<file path="config.mk">
export PLATFORM = sky130hd
export DESIGN_NAME = uartsb_ctrl
export DESIGN_NICKNAME = d
export VERILOG_FILES = /design/src/rtl/uartsb_pkg.sv /design/src/rtl/uartsb_baud_gen.sv /design/src/rtl/uartsb_ctrl.sv
export SDC_FILE = /design/constraint.sdc
export NUM_CORES = 1
export LEC_CHECK = 0
export ABC_AREA = 1
export BUFFER_PORTS_ARGS = -buffer_cell sky130_fd_sc_hd__buf_2
export CAP_MARGIN = 20
export CORE_MARGIN = 3
export CORE_UTILIZATION = 25
export CTS_CLUSTER_DIAMETER = 50
export DETAILED_ROUTE_END_ITERATION = 10
export PLACE_DENSITY_LB_ADDON = 0.12
export SYNTH_ARGS = -nofsm -noshare
export SYNTH_HDL_FRONTEND = slang
export SYNTH_SLANG_ARGS = --single-unit
</file>
<file path="constraint.sdc">
create_clock -name clk_sys -period 1.2 [get_ports clk_sys]
set_input_delay 0.24 -clock clk_sys [delete_from_list [all_inputs] [get_ports clk_sys]]
set_output_delay 0.24 -clock clk_sys [all_outputs]
set_load 0.005 [all_outputs]
</file>
<file path="src/rtl/uartsb_pkg.sv">
// shared constants for the serial sync break control block
// What this block does
// - baud clock is counter output halved
// - same-value control rewrite accepted while active
// - receive trigger self-clears when communication completes
// - rewrite of 1 into cleared trigger restarts
// - break receive error returns to break wait
// - break receive error keeps status flag at 1
// - receive trigger reads 0, clears on success
package uartsb_pkg;
	// control register field positions
	localparam int UARTSB_CTL_RX_TRIG_POS = 6;
	localparam int UARTSB_CTL_TX_TRIG_POS = 5;
	localparam logic [7:0] UARTSB_CTL_RESET = 8'h01;
	// mask of stored option bits (triggers are never stored as read data)
	localparam logic [7:0] UARTSB_CTL_KEEP_MASK = 8'h1F;
	// break field lengths in bit periods
	localparam logic [4:0] UARTSB_BRK_TX_BITS = 5'h0D;
	localparam logic [4:0] UARTSB_BRK_RX_MIN_BITS = 5'h0B;
	localparam logic [4:0] UARTSB_BRK_CNT_MAX = 5'h1F;
	// reset value of the baud divisor register path
	localparam logic [7:0] UARTSB_DIV_RESET = 8'h00;
	// receive sequencer states
	typedef enum logic [1:0] {
		UARTSB_RX_IDLE = 2'b00,
		UARTSB_RX_WAIT = 2'b01,
		UARTSB_RX_LOW = 2'b10
	} uartsb_rx_state_t;
endpackage

</file>
<file path="src/rtl/uartsb_baud_gen.sv">
// 8-bit baud counter with halved output giving the bit-rate tick
`timescale 1ns/1ps
`default_nettype none
module uartsb_baud_gen
	import uartsb_pkg::*;
#(
	parameter int DIV_W = 8
) (
	input wire logic clk_sys,
	input wire logic rst_sync_b,
	input wire logic run,
	input wire logic [DIV_W-1:0] divisor,
	output logic bit_tick
);
	// counter state and halving toggle
	logic [DIV_W-1:0] count;
	logic half;

	////////////////////////////////////////////////////////////////////////
	// counter wraps at divisor; its wrap is the counter output clock
	always_ff @(posedge clk_sys or negedge rst_sync_b) begin
		if (!rst_sync_b) begin
			count <= '0;
			half <= 1'b0;
			bit_tick <= 1'b0;
		end else if (!run) begin
			// stopped: hold phase at zero so a new start is aligned
			count <= '0;
			half <= 1'b0;
			bit_tick <= 1'b0;
		end else if (count >= divisor) begin
			count <= '0;
			half <= ~half;
			bit_tick <= half;
		end else begin
			count <= count + 1'b1;
			bit_tick <= 1'b0;
		end
	end
endmodule // uartsb_baud_gen
`default_nettype wire

</file>
<file path="src/rtl/uartsb_ctrl.sv">
// sync break transmit/receive control with self-clearing triggers
`timescale 1ns/1ps
`default_nettype none
module uartsb_ctrl
	import uartsb_pkg::*;
(
	input wire logic clk_sys,
	input wire logic rst_b,
	input wire logic port_power_enable, // mode register bit 7
	input wire logic transmit_enable_bit, // mode register bit 6
	input wire logic receive_enable_bit, // mode register bit 5
	input wire logic [7:0] baud_divisor, // 8-bit counter compare
	input wire logic ctrl_wr, // one-cycle write strobe
	input wire logic [7:0] ctrl_wdata,
	input wire logic rxd, // serial line in, asynchronous
	output logic [7:0] ctrl_rdata,
	output logic txd,
	output logic break_receive_status_flag,
	output logic break_transmit_busy,
	output logic transmit_complete_interrupt,
	output logic receive_complete_interrupt
);
	////////////////////////////////////////////////////////////////////////
	// reset release
	// assert at once, release through two flops so all state leaves reset on one edge
	logic rst_meta_b;
	logic rst_sync_b; // released copy used everywhere below

	always_ff @(posedge clk_sys or negedge rst_b) begin
		if (!rst_b) begin
			rst_meta_b <= 1'b0;
			rst_sync_b <= 1'b0;
		end else begin
			rst_meta_b <= 1'b1;
			rst_sync_b <= rst_meta_b;
		end
	end

	////////////////////////////////////////////////////////////////////////
	// line input synchroniser: three stages, level accepted when 2 and 3 agree
	logic rxd_s1;
	logic rxd_s2;
	logic rxd_s3;
	logic rxd_level; // filtered line level
	// a one-clock line glitch never makes stages two and three agree, so it is dropped

	always_ff @(posedge clk_sys or negedge rst_sync_b) begin
		if (!rst_sync_b) begin
			rxd_s1 <= 1'b1;
			rxd_s2 <= 1'b1;
			rxd_s3 <= 1'b1;
			rxd_level <= 1'b1;
		end else begin
			rxd_s1 <= rxd;
			rxd_s2 <= rxd_s1;
			rxd_s3 <= rxd_s2;
			// only the later two stages are compared, never the first
			if (rxd_s2 == rxd_s3) begin
				rxd_level <= rxd_s3;
			end
		end
	end

	////////////////////////////////////////////////////////////////////////
	// communication-active qualifiers
	logic tx_active;
	logic rx_active;
	logic wr_rx_trig;
	logic wr_tx_trig;

	// one decode for both triggers: a written 1 counts only while its direction runs
	function automatic logic trig_hit(input logic wr, input logic trig_bit, input logic active);
		return wr & trig_bit & active;
	endfunction

	always_comb begin
		tx_active = port_power_enable & transmit_enable_bit;
		rx_active = port_power_enable & receive_enable_bit;
		// a 1 in a trigger bit starts work even if the same value is rewritten
		wr_rx_trig = trig_hit(ctrl_wr, ctrl_wdata[UARTSB_CTL_RX_TRIG_POS], rx_active);
		wr_tx_trig = trig_hit(ctrl_wr, ctrl_wdata[UARTSB_CTL_TX_TRIG_POS], tx_active);
	end

	////////////////////////////////////////////////////////////////////////
	// option bits of the control register; triggers read back as zero
	logic [7:0] ctl_opts;

	always_ff @(posedge clk_sys or negedge rst_sync_b) begin
		if (!rst_sync_b) begin
			ctl_opts <= UARTSB_CTL_RESET & UARTSB_CTL_KEEP_MASK;
		end else if (ctrl_wr) begin
			// a same-value rewrite simply stores the same options again
			ctl_opts <= ctrl_wdata & UARTSB_CTL_KEEP_MASK;
		end
	end

	// read port is its own flop, so reads lag a write by two edges
	always_ff @(posedge clk_sys or negedge rst_sync_b) begin
		if (!rst_sync_b) begin
			ctrl_rdata <= 8'h00;
		end else begin
			ctrl_rdata <= ctl_opts;
		end
	end

	////////////////////////////////////////////////////////////////////////
	// baud tick, shared by both break sequencers
	logic bit_tick;
	logic baud_run;
	logic rx_trig; // internal receive trigger, never visible on reads
	uartsb_rx_state_t rx_state;

	// the counter idles between sequences, so each sequence started from idle begins on a fresh phase;
	// bit_tick is registered, so each count lands one clock after the counter wrap that makes it
	assign baud_run = break_transmit_busy | rx_trig;

	uartsb_baud_gen #(
		.DIV_W(8)
	) u_baud (
		.clk_sys(clk_sys),
		.rst_sync_b(rst_sync_b),
		.run(baud_run),
		.divisor(baud_divisor),
		.bit_tick(bit_tick)
	);

	////////////////////////////////////////////////////////////////////////
	// break transmit: line held low for a fixed count of bit periods
	logic [4:0] tx_count;

	always_ff @(posedge clk_sys or negedge rst_sync_b) begin
		if (!rst_sync_b) begin
			break_transmit_busy <= 1'b0;
			tx_count <= 5'h00;
			txd <= 1'b1;
			transmit_complete_interrupt <= 1'b0;
		end else begin
			transmit_complete_interrupt <= 1'b0;
			if (!tx_active) begin
				// power or enable dropped: abort quietly, line to idle
				break_transmit_busy <= 1'b0;
				txd <= 1'b1;
			end else if (wr_tx_trig) begin
				// a rewrite with the bit set restarts the field from zero
				break_transmit_busy <= 1'b1;
				tx_count <= 5'h00;
				txd <= 1'b0;
			end else if (break_transmit_busy && bit_tick) begin
				// the tick that ends the last period also frees the line
				if (tx_count == UARTSB_BRK_TX_BITS - 5'h01) begin
					break_transmit_busy <= 1'b0;
					txd <= 1'b1;
					transmit_complete_interrupt <= 1'b1;
				end else begin
					tx_count <= tx_count + 5'h01;
				end
			end
		end
	end

	////////////////////////////////////////////////////////////////////////
	// break receive sequencer
	logic [4:0] rx_count;

	always_ff @(posedge clk_sys or negedge rst_sync_b) begin
		if (!rst_sync_b) begin
			rx_state <= UARTSB_RX_IDLE;
			rx_count <= 5'h00;
			rx_trig <= 1'b0;
			break_receive_status_flag <= 1'b0;
			receive_complete_interrupt <= 1'b0;
		end else begin
			receive_complete_interrupt <= 1'b0;
			if (!rx_active) begin
				rx_state <= UARTSB_RX_IDLE;
				rx_trig <= 1'b0;
			end else if (wr_rx_trig) begin
				// a rewrite after self-clear starts a fresh reception
				rx_trig <= 1'b1;
				rx_state <= UARTSB_RX_WAIT;
				rx_count <= 5'h00;
				break_receive_status_flag <= 1'b1;
			end else begin
				case (rx_state)
					UARTSB_RX_IDLE: begin
						// nothing to time until a trigger arrives
						rx_count <= 5'h00;
					end
					UARTSB_RX_WAIT: begin
						// wait for the line to fall
						rx_count <= 5'h00;
						if (!rxd_level) begin
							rx_state <= UARTSB_RX_LOW;
						end
					end
					UARTSB_RX_LOW: begin
						if (rxd_level) begin
							if (rx_count >= UARTSB_BRK_RX_MIN_BITS) begin
								// good field: trigger and flag drop as the interrupt fires
								rx_trig <= 1'b0;
								break_receive_status_flag <= 1'b0;
								receive_complete_interrupt <= 1'b1;
								rx_state <= UARTSB_RX_IDLE;
							end else begin
								// too short: back to waiting, flag stays set
								rx_state <= UARTSB_RX_WAIT;
								break_receive_status_flag <= 1'b1;
							end
						end else if (bit_tick && rx_count != UARTSB_BRK_CNT_MAX) begin
							// saturate so a stuck-low line cannot wrap to short
							rx_count <= rx_count + 5'h01;
						end
					end
					default: begin
						// unused code: back to idle and clear rx_trig; the baud counter stops unless a transmit is busy
						rx_state <= UARTSB_RX_IDLE;
						rx_trig <= 1'b0;
					end
				endcase
			end
		end
	end
endmodule // uartsb_ctrl
`default_nettype wire

</file>
# Word level (Yosys, flattened, before mapping)
# Cells that the tools add are included.
dict set report classes {
  add_sub_neg 3
  n_lt_le_gt_ge 2
  n_eq_ne 16
  n_mux 45
  bitwise_logic 8
  reduce_logical 14
}
# cell n
set op_table {}
lappend op_table {{$mux W1} 30}
lappend op_table {{$mux W5} 6}
lappend op_table {{$mux W8} 2}
lappend op_table {{$ne A4 B4 Y1 const B} 3}
lappend op_table {{$reduce_and A3 Y1} 4}
lappend op_table {{$add A5 B1 Y5 const B} 2}
lappend op_table {{$pmux W5 S2} 1}
lappend op_table {{$ne A3 B3 Y1 const B} 3}
lappend op_table {{$add A8 B1 Y8 const B} 1}
lappend op_table {{$ge A8 B8 Y1} 1}
lappend op_table {{$mux W2} 4}
lappend op_table {{$and A1 B1 Y1} 6}
lappend op_table {{$ne A3 B1 Y1 const B} 2}
lappend op_table {{$pmux W2 S3} 1}
lappend op_table {{$reduce_bool A2 Y1} 3}
lappend op_table {{$eq A5 B4 Y1 const B} 1}
lappend op_table {{$ge A5 B4 Y1 const B} 1}
lappend op_table {{$ne A5 B5 Y1 const B} 1}
lappend op_table {{$ne A2 B2 Y1 const B} 2}
lappend op_table {{$reduce_and A4 Y1} 1}
lappend op_table {{$ne A3 B2 Y1 const B} 1}
lappend op_table {{$reduce_bool A3 Y1} 1}
lappend op_table {{$eq A2 B1 Y1 const B} 1}
lappend op_table {{$eq A2 B2 Y1 const B} 1}
lappend op_table {{8 further kinds} 9}
dict set report totals {
  ff_bits 44
  input_bits 23
  output_inout_bits 13
  word_cells 108
}

# Depth between registers and ports, before layout
# Gate-level depths: netlist of run 1.
dict set report logic_depth {
  word_depth 6
  mapped_depth 11
  depth_no_buf 11
}

# Cells and area by module
# Synthesis of run 1 repeated with hierarchy kept, for this count alone.
dict set report hier_totals {
  cells_unflattened 257
  hier_area_um2 2326.0
}
# mod instances cells_per_inst area_per_inst_um2 seq_area_each_um2
set modules_own_cells {}
lappend modules_own_cells {uartsb_ctrl 1 172 1642.8 858.3}
lappend modules_own_cells {uartsb_baud_gen 1 85 683.2 250.2}

# Worst setup path after synthesis of run 1
# Ideal clock, no wire load.
dict set report synth_timing {
  path_type {reg-to-reg}
  startpoint {register rx_count[0]}
  endpoint {register rx_count[2]}
  setup_ns 0.117
  t_arrival_ns 1.374
  required_ns 1.083
  slack_ns -0.291
  stages_incl_launch_ff 9
  path_buffers 0
  synth_period_minus_slack_ns 1.491
  path_cell_list {dfrtp_1 -> ha_1 -> nand2_1 -> nor2_1 -> ha_1 -> nor2_1 -> nand3_1 -> o21ai_1 -> nor2_1}
}
dict set report synth_between {
  elab_chain_cells 5
  elab_cells_between_ends 9
  cone_classes {1 x add/sub; 2 x eq/ne; 4 x mux; 2 x reduce/logical}
}
# element line
set synth_rtl {}
lappend synth_rtl {{start: declaration} uartsb_ctrl.sv:163} ;# logic [4:0] rx_count;
lappend synth_rtl {{start signal: assignment} uartsb_ctrl.sv:211} ;# rx_count <= rx_count + 5'h01;
lappend synth_rtl {{$add A5 B1 Y5} uartsb_ctrl.sv:211}
lappend synth_rtl {{$mux W5} uartsb_ctrl.sv:209} ;# end else if (bit_tick && rx_count != UARTSB_BRK_CNT_MAX) begin
lappend synth_rtl {{$mux W5} uartsb_ctrl.sv:197} ;# if (rxd_level) begin
lappend synth_rtl {{$pmux W5 S2} uartsb_ctrl.sv:184} ;# case (rx_state)
lappend synth_rtl {{$mux W5} uartsb_ctrl.sv:177} ;# end else if (wr_rx_trig) begin
# Several ways; a longest one is shown, not always the timed one. The select of a mux whose other input is x is not followed.
# A chain may end at the register's enable or synchronous reset.

# Worst setup path after layout of run 1
dict set report layout_timing {
  startpoint {register rx_count[1]}
  endpoint {register rx_count[0]}
}
dict set report layout_between {
  elab_chain_cells 4
}
# element line
set layout_rtl {}
lappend layout_rtl {{$ne A5 B5 Y1} uartsb_ctrl.sv:209}
lappend layout_rtl {{$logic_and A1 B1 Y1} uartsb_ctrl.sv:209}
lappend layout_rtl {{$ne A3 B3 Y1 (no source line)} n/a}
lappend layout_rtl {{$reduce_and A4 Y1 (no source line)} n/a}
# Every way passes these cells.

==> qor_table.md, run 1 <==
| Stage | Parameter | Reported |
| --- | --- | --- |
| final layout | Number of nets in the final layout | 352 |
| logic synthesis | Area fraction in and, or, nand and nor cells after synthesis | 0.222 |
| worst setup path | Critical path data required time | 1.43 ns |
| die | Die boundary height | 99.9 um |
| hold path | HP Class | in2reg |
| final layout | Layout cell share with drive strength beyond 1 | 0.502 |
| routing | Number of detailed-route iterations in the first pass | 4 |
| worst setup path | Origin of the critical flop-to-flop path | rx_count[1]$_DFFE_PN0P_ |
| placement | Final weighted congestion in routability-driven placement | 0.728 |
| routing | Violation count after the first detailed-route iteration | 57 |
| timing | Unrepaired setup endpoints after global routing | true |
| timing | Worst Slack Setup Final | -0.180 ns |
| routing | Per-cell via count in the routed design | 4.23 |
| routing | DR DRC count | 0 |
| clock tree | Number of H-tree levels | 2 |
| logic synthesis | Post-synthesis area per instance | 9.33 um2 |
| clock tree | Sinks on Clock Net | 44 |
| clock tree | Number of buffers added by the clock tree synthesis step | 5 |
| run status | Status | complete, but fails checks |
| logic synthesis | Portion of netlist area occupied by mux cells | 0.0256 |
| worst setup path | Critical path startpoint | rx_count[1]$_DFFE_PN0P_ |
| routing | Total via count after detailed routing | 1785 |
| routing | Wire length on met1 | 2310 um |
| placement | Count of port buffers added during placement | 31 |
| die | Starting density of the core | 0.263 |
| hold path | Hold Path Depth | 1 |
| routing | Number of nets with antenna violations after detailed routing | 0 |
| die | CORE AREA | 8380 um2 |
| global routing | Remaining global-route overflow | 0 |
| final layout | Number of inserted diodes | 0 |
| worst setup path | Maximum fanout count along the critical path | 4 |
| power | Maximum ir drop on the vdd rail | 712 uV |
| worst setup path | R2R Setup Slk | -0.18 ns |
| placement | Worst slack at placement | -0.241 ns |
| logic synthesis | Count of state elements after synthesis | 44 |
| clock tree | Clk Latency, worst-skew pair | 0.30 ns |
| logic synthesis | Post-synthesis cell area | 2200 um2 |
| logic synthesis | Post-synthesis sequential area ratio | 0.503 |
| die | Ports placed on the boundary | 36 |
| worst setup path | R2R depth | 9 |
| routing | Routed wire length | 4670 um |
| run status | Failing checks | setup timing |
| routing | Top layer reached by signal wires | met4 |
| die | Width of the die | 99.9 um |
| timing | Part of the cycle the worst path needs | 1.15 |
| timing | Final worst hold slack | 0.0338 ns |
| timing | Worst Skew | 0.00806 ns |
| logic synthesis | Main combinational cell family by area after synthesis | simple AND/OR/NAND/NOR gates |
| timing | Final Critical Period | 1.38 ns |
| worst setup path | Kind of start point of the critical path | flip-flop |
| routing | WL per Instance | 11.1 um |
| routing | WL met3 | 182 um |
| global routing | Global-route wire length before repair | 7610 um |
| worst setup path | Worst reg2reg endpoint | rx_count[0]$_DFFE_PN0P_ |
| worst setup path | Classification of the worst setup path | reg2reg |
| power | Leakage power | 1.52 nW |
| timing | Final Hold Fails | 0 |
| die | Overall die area | 9970 um2 |
| global routing | Number of global-route vias before repair | 1715 |
| logic synthesis | Post-synthesis compound-gate area fraction | 0.0710 |
| hold path | Min-Delay Endpoint | rxd_s1$_DFF_PN1_ |
| clock tree | Clock transition at the register clock pins on the worst setup and hold paths after CTS | 0.09 ns |
| logic synthesis | Xor and xnor area share after synthesis | 0.0199 |
| logic synthesis | Total number of yosys warnings | 0 |
| timing | Final count of pins violating max slew | 0 |
| clock tree | CTS root buf | clkbuf_8 |
| clock tree | Buffer levels on the longest clock path | 2 |
| final layout | Syn-to-layout area delta | 45.4% |
| run | Number of violations of the max-capacitance limit | 0 |
| hold path | Startpoint of the lowest-slack hold path | rxd |
| global routing | GRT Util Overall | 0.0947 |
| timing | Setup violation total in the final timing report | 20 |
| die | Std cell rows | 33 |
| global routing | Largest net degree at the start of global routing | 27 |
| logic synthesis | Adder-cell share of the synthesized area | 0.0784 |
| routing | Met2 Routed Length | 2130 um |
| logic synthesis | Post-synthesis instance total | 236 |
| worst setup path | Critical Path AT | 1.61 ns |
| placement | Placed wire-length estimate after detailed placement | 3390 um |
| worst setup path | Crit end category | flip-flop |
| power | Power density of the placed cells | 1020 nW/um2 |
| timing | Max Freq | 0.725 GHz |
| global routing | Initial antenna violation count | 0 |
| clock tree | TritonCTS clock tree | done |
| logic synthesis | Unique cell type count in the Yosys netlist | 34 |
-- cells by family (layout without fill, tap and decap cells) --
family,Yosys count,after routing
other,2,4
xor gates and xnor gates,5,5
buffers and inverters,39,117
DFF,44,44
AOI/OAI and AO/OA,25,25
muxes,5,5
and+or+nand+nor,102,103
adders and majority gates,14,14
-- cell usage after synthesis, drive strengths merged --
cell    instances  share of area
o21bai          2         0.0068
nand3b          1         0.0034
buf             4          0.015
dfstp           6          0.072
dfrtp          38           0.43
o21a            1         0.0034
xor2            3          0.012
nand2          51           0.11
nand4           5          0.014
o21ai          12          0.034
o31ai           1         0.0034
conb            2         0.0034
clkinv          1         0.0017
a21oi           5          0.011
ha             13          0.074
inv            34          0.059
xnor2           2         0.0080
o211ai          1         0.0034
nor2           26          0.053
maj3            1         0.0045
nand3          16          0.039
nor3            3         0.0068
mux2            5          0.026
a31oi           3         0.0085
-- registers in the layout, indices dropped and copies added (netlist names), 2 cells and up --
| name | flops |
|---|---|
| ctl_opts | 5 |
| ctrl_rdata | 5 |
| rx_count | 5 |
| rx_state | 2 |
| tx_count | 5 |
| u_baud.count | 8 |
-- worst max path at each step --
stage | end | slack, ns | depth (start not counted)
CTS | rx_count[0]$_DFFE_PN0P_ | -0.20 | 9
floorplan | rx_count[2]$_DFFE_PN0P_ | -0.13 | 8
global route | u_baud.half$_DFFE_PN0P_ | -0.26 | 10
finish | rx_count[0]$_DFFE_PN0P_ | -0.18 | 9
global placement | u_baud.half$_DFFE_PN0P_ | -0.22 | 6
detailed placement | u_baud.half$_DFFE_PN0P_ | -0.24 | 6
-- worst max-delay path: stages (launching register included) --
cell	delay (ns)
dfrtp_1	0.40
ha_2	0.20
nand2_2	0.07
nor2_2	0.04
ha_2	0.17
nor2_4	0.12
nand2_4	0.09
nor2_4	0.11
nand2_1	0.07
o21ai_2	0.05
-- report_power, final --
group / internal [mW] / switching [mW]
clock: 0.429 / 0.568
sequential: 1.58 / 0.0476
combinational: 0.323 / 0.320
-- per-stage QoR --
stage | utilization | power, mW | cells | instance area [um2] | TNS (ns)
4_1_cts | 0.361 | 3.18 | 419 | 3020 | -2.91
2_1_floorplan | - | 1.89 | 238 | 2250 | -1.23
3_5_place_dp | 0.329 | 2.09 | 404 | 2760 | -2.95
3_3_place_gp | 0.329 | 2.09 | 404 | 2760 | -2.75
5_1_grt | 0.382 | 3.48 | 422 | 3200 | -4.26
6_report | 0.382 | 3.27 | 422 | 3200 | -2.27
-- routing by layer --
metal,up-vias,global-route usage
met5,-,0
met4,0,0.0284
met3,4,0.0243
met2,34,0.148
met1,831,0.129
li1,916,-
-- placed cells by master, fill, tap and decap left out, types with 7 or more instances in the layout --
master	netlist	final
nand2_4	5	9
buf_2	0	29
inv_1	32	29
nand3_1	15	8
nand2_1	44	33
nor2_1	24	16
dfrtp_1	38	36
buf_4	3	39
nand3_2	1	7
nand2_2	2	9
-- layout make-up --
cell class | count | area, um2
clock inverter | 3 | 26.3
inverter | 35 | 134
timing repair buffer | 74 | 504
tap | 105 | 131
multi-input combinational | 156 | 1230
fill | 825 | 5180
clock buffer | 5 | 68.8
sequential | 44 | 1110
-- what timing repair did --
action                                 in CTS  in global routing
pin swaps                                  19                 18
cloned                                      1                  0
gates resized for setup                    24                 36
endpoints found under the hold margin       2                  0
hold buffers                                1                  0
setup endpoints to repair                  25                 28
buffers inserted                            6                  3
Note: power is estimated with default switching activity, not from simulation.
==> run 2, diff against run 1 <==
Settings changed: ABC_AREA 1 to not set, ABC_CLOCK_PERIOD_IN_PS set to 1200.
==> run 2 against run 1 <==
Net effect: the flow still finishes with violations (setup timing); combinational power shrank 42%; clock power increased by 33%; synthesized cell count decreased by 20%; via count down 4.4%; clock skew fell by 0.0024 ns; worst setup slack got worse by 0.37 ns; sequential share of layout area down 1.0 points; global-route usage grew 0.90 points; critical endpoint is now u_baud.count[1]$_DFF_PN0_; largest cell class unchanged.
==> qor_table.md, run 2 <==
| Stage | Parameter | Reported | Change |
| --- | --- | --- | --- |
| routing | WL per Instance | 12.5 um | +13% |
| hold path | Startpoint of the lowest-slack hold path | rxd |  |
| worst setup path | R2R depth | 7 | -2 |
| final layout | Area of the multi-input gates | 1190 um2 | -2.8% |
| timing | Part of the cycle the worst path needs | 1.46 | +0.308 |
| final layout | Number of nets in the final layout | 325 | -7.7% |
| clock tree | CTS root buf | clkbuf_8 |  |
| global routing | Largest net degree at the start of global routing | 43 | +59% |
| clock tree | Clk Latency, worst-skew pair | 0.29 ns | about the same |
| logic synthesis | Post-synthesis sequential area ratio | 0.510 | +0.00667 |
| run status | Status | complete, but fails checks |  |
| power | Clock share of power | 0.405 | +0.100 |
| placement | Placed wire-length estimate after detailed placement | 3550 um | +4.8% |
| die | Std cell rows | 33 | unchanged |
| global routing | Number of global-route vias before repair | 1788 | +4.3% |
| worst setup path | Origin of the critical flop-to-flop path | u_baud.count[0]$_DFF_PN0_ |  |
| power | Internal Pwr Total | 2.58 mW | +11% |
| clock tree | Sinks on Clock Net | 44 | unchanged |
| power | Maximum ir drop on the vdd rail | 552 uV | -23% |
| logic synthesis | Cell type with the largest total area after synthesis | dfrtp_1 |  |
| logic synthesis | Post-synthesis instance total | 189 | -20% |
| logic synthesis | Number of flops mapped to enable cells by yosys | 0 | unchanged |
| clock tree | Number of H-tree levels | 2 | unchanged |
| worst setup path | Maximum fanout count along the critical path | 6 | +2 |
| final layout | Number of inserted diodes | 0 | unchanged |
| logic synthesis | Predominant post-synthesis flop cell | dfrtp_1 |  |
| power | Power density of the placed cells | 998 nW/um2 | -2.2% |
| timing | Final Critical Period | 1.75 ns | +0.370 ns |
| logic synthesis | Async set-reset flop share out of synthesis | 1.00 | unchanged |
| logic synthesis | Most instantiated cells after synthesis | dfrtp_1 (38), ha_1 (13), inv_1 (12), nor3_1 (12) |  |
| timing | Max Freq | 0.572 GHz | -21% |
| logic synthesis | Post-synthesis area per instance | 11.5 um2 | +23% |
| routing | Per-cell via count in the routed design | 4.32 | +2.1% |
| global routing | Remaining global-route overflow | 0 | unchanged |
| clock tree | Clock transition at the register clock pins on the worst setup and hold paths after CTS | 0.08 ns | about the same |
| routing | DR DRC count | 0 | unchanged |
| timing | Worst Skew | 0.00567 ns | -0.00239 ns |
| worst setup path | Kind of start point of the critical path | flip-flop |  |
| die | Starting density of the core | 0.261 | -0.00215 |
| logic synthesis | Total number of yosys warnings | 0 | unchanged |
| logic synthesis | Fraction of post-synthesis cell area in the top cell type by area | 0.438 | +0.00572 |
| global routing | GRT Util Overall | 0.104 | +0.00904 |
| power | Leakage power | 1.52 nW | -0.42% |
| hold path | HP Class | in2reg |  |
| logic synthesis | Post-synthesis cell area | 2170 um2 | -1.3% |
| placement | Worst slack at placement | -0.589 ns | -0.348 ns |
| die | Ports placed on the boundary | 36 | unchanged |
| routing | Number of nets with antenna violations after detailed routing | 0 | unchanged |
| worst setup path | Critical Path AT | 1.97 ns | +0.36 ns |
| final layout | Register area | 1110 um2 | -0.11% |
| hold path | Hold Path Depth | 1 | unchanged |
| worst setup path | Crit end category | flip-flop |  |
| die | Overall die area | 9850 um2 | -1.2% |
| placement | Total placed instance area | 2840 um2 | +2.8% |
| clock tree | Number of buffers added by the clock tree synthesis step | 5 | unchanged |
| final layout | Most common cell after layout, fill and taps aside | buf_4 |  |
| routing | Routed wire length | 4930 um | +5.6% |
| power | Switching power | 0.706 mW | -25% |
| run | Number of violations of the max-capacitance limit | 0 | unchanged |
| timing | Unrepaired setup endpoints after global routing | true |  |
| run status | Failing checks | setup timing |  |
| worst setup path | Critical path data required time | 1.42 ns | about the same |
| final layout | Max reg flops | 8 | unchanged |
| routing | Violation count after the first detailed-route iteration | 41 | -28% |
| global routing | Global-route wire length before repair | 8270 um | +8.7% |
| power | Share of power burned in combinational logic | 0.113 | -0.084 |
| die | Width of the die | 99.2 um | -0.62% |
| power | Sequential cell fraction of total power | 0.482 | -0.016 |
| timing | Worst Slack Setup Final | -0.549 ns | -0.370 ns |
| final layout | Syn-to-layout area delta | 51.6% |  |
| logic synthesis | Largest cells by area after synthesis | dfrtp_1 (44%), ha_1 (7.5%), dfstp_2 (7.3%) |  |
| timing | Setup violation total in the final timing report | 26 | +30% |
| logic synthesis | Count of state elements after synthesis | 44 | unchanged |
| placement | Count of port buffers added during placement | 31 | unchanged |
| timing | Final Hold Fails | 0 | unchanged |
| logic synthesis | Adder-cell share of the synthesized area | 0.0794 | +0.00104 |
| logic synthesis | Unique cell type count in the Yosys netlist | 48 | +41% |
| final layout | Final-layout fill cell count | 838 | +1.6% |
| routing | Total via count after detailed routing | 1706 | -4.4% |
| die | CORE AREA | 8340 um2 | -0.49% |
| clock tree | Buffer levels on the longest clock path | 2 | unchanged |
| die | Die boundary height | 99.2 um | -0.62% |
| clock tree | TritonCTS clock tree | done |  |
| power | Switching part of the total | 0.215 | -0.0715 |
| logic synthesis | Post-synthesis compound-gate area fraction | 0.102 | +0.0309 |
| logic synthesis | Area fraction in and, or, nand and nor cells after synthesis | 0.189 | -0.0328 |
| routing | Number of detailed-route iterations in the first pass | 4 | unchanged |
| logic synthesis | Portion of netlist area occupied by mux cells | 0.0357 | +0.0101 |
| final layout | Most used cells in the layout excluding fill and tap cells | buf_4 (58), dfrtp_1 (37), buf_2 (30) |  |
| final layout | Largest reg by FF count | u_baud.count |  |
| logic synthesis | Xor and xnor area share after synthesis | 0.0443 | +0.0244 |
| final layout | Layout cell share with drive strength beyond 1 | 0.531 | +0.0295 |
| logic synthesis | Main combinational cell family by area after synthesis | simple AND/OR/NAND/NOR gates |  |
| worst setup path | Critical path startpoint | u_baud.count[0]$_DFF_PN0_ |  |
| global routing | Initial antenna violation count | 0 | unchanged |
| timing | Final count of pins violating max slew | 0 | unchanged |
| logic synthesis | Most used standard cell by instance count after synthesis | dfrtp_1 |  |
| final layout | Cell area after layout | 3290 um2 | +2.9% |
| placement | Final weighted congestion in routability-driven placement | 0.708 | -2.8% |
| worst setup path | Classification of the worst setup path | reg2reg |  |
-- run 2: cell count changes after synthesis, sizes merged, moves of 4 or more --
cell   delta
nor3      +9
o21ai     -7
xor2      +4
nand2    -44
nor3b     +4
nor2     -15
nand3     -5
inv      -22
-- run 2: final timing paths --
| check | slack [ns] | endpoint |
|---|---|---|
| worst max register to register | -0.55 | u_baud.count[1]$_DFF_PN0_ |
| worst max-delay path | -0.55 | u_baud.count[1]$_DFF_PN0_ |
| min in group asynchronous | 0.24 | u_baud.count[2]$_DFF_PN0_ |
| max in group asynchronous | 0.69 | txd$_DFFE_PN1P_ |
| worst min register to register | 0.24 | u_baud.count[2]$_DFF_PN0_ |
| worst min-delay path | 0.04 | rxd_s1$_DFF_PN1_ |
-- run 2: kinds of logic after synthesis --
kind of cell             after synthesis
AO/OA/AOI/OAI                         26
XOR/XNOR                              11
adder cells (fa/ha/maj)               14
buffers and inverters                 17
flip-flops                            44
multiplexers                           7
other                                  2
AND/OR/NAND/NOR                       68
-- run 2: cell type report --
| type | count | area share |
|---|---|---|
| multi-input cells | 130 | 0.362 |
| flip-flops and latches | 44 | 0.337 |
| repair buffers | 96 | 0.207 |
| well taps | 105 | 0.0399 |
| clock buffers | 6 | 0.0220 |
| clock inverters | 2 | 0.0182 |
| inverters | 12 | 0.0137 |
-- run 2: stage by stage --
step | power (mW) | utilization | cells | hold WS (ns) | setup TNS (ns)
detailed placement | 1.95 | 0.340 | 371 | 0.0283 | -9.20
global placement | 1.95 | 0.340 | 371 | 0.0262 | -8.91
floorplan | 1.78 | - | 191 | -0.0556 | -7.00
finish | 3.29 | 0.395 | 395 | 0.0351 | -9.00
CTS | 3.33 | 0.380 | 389 | 0.0199 | -9.18
global route | 3.46 | 0.395 | 395 | 0.0204 | -11.39
-- run 2: worst max-delay path, cell delays in order, from the launching register on --
cell       delay (ns)
dfrtp_1          0.36
inv_1            0.05
ha_1             0.26
nand2b_4         0.15
a2111oi_4        0.39
o311ai_4         0.14
buf_6            0.16
nor3b_2          0.15
-- run 2: repair_timing --
item	in CTS	in global routing
setup buffers	9	7
gates cloned	0	0
hold buffers	1	0
resized for setup	23	15
setup endpoints to repair	26	29
hold endpoints to repair	2	0
pin swaps	29	11
-- run 2: per-layer routing --
| metal | global-route usage | vias to the layer above | wire length [um] |
|---|---|---|---|
| met1 | 0.139 | 802 | 2310 |
| met2 | 0.167 | 28 | 2370 |
| li1 | - | 871 | - |
| met4 | 0.0315 | 0 | 48 |
| met5 | 0 | - | 0 |
| met3 | 0.0238 | 5 | 200 |
-- run 2: power by group through the flow --
stage | Sequential [mW] | Combinational (mW) | Clock (mW)
floorplan | 1.64 | 0.138 | 0
global placement | 1.61 | 0.339 | 0
detailed placement | 1.61 | 0.339 | 0
CTS | 1.59 | 0.355 | 1.39
global route | 1.59 | 0.416 | 1.45
finish | 1.58 | 0.372 | 1.33
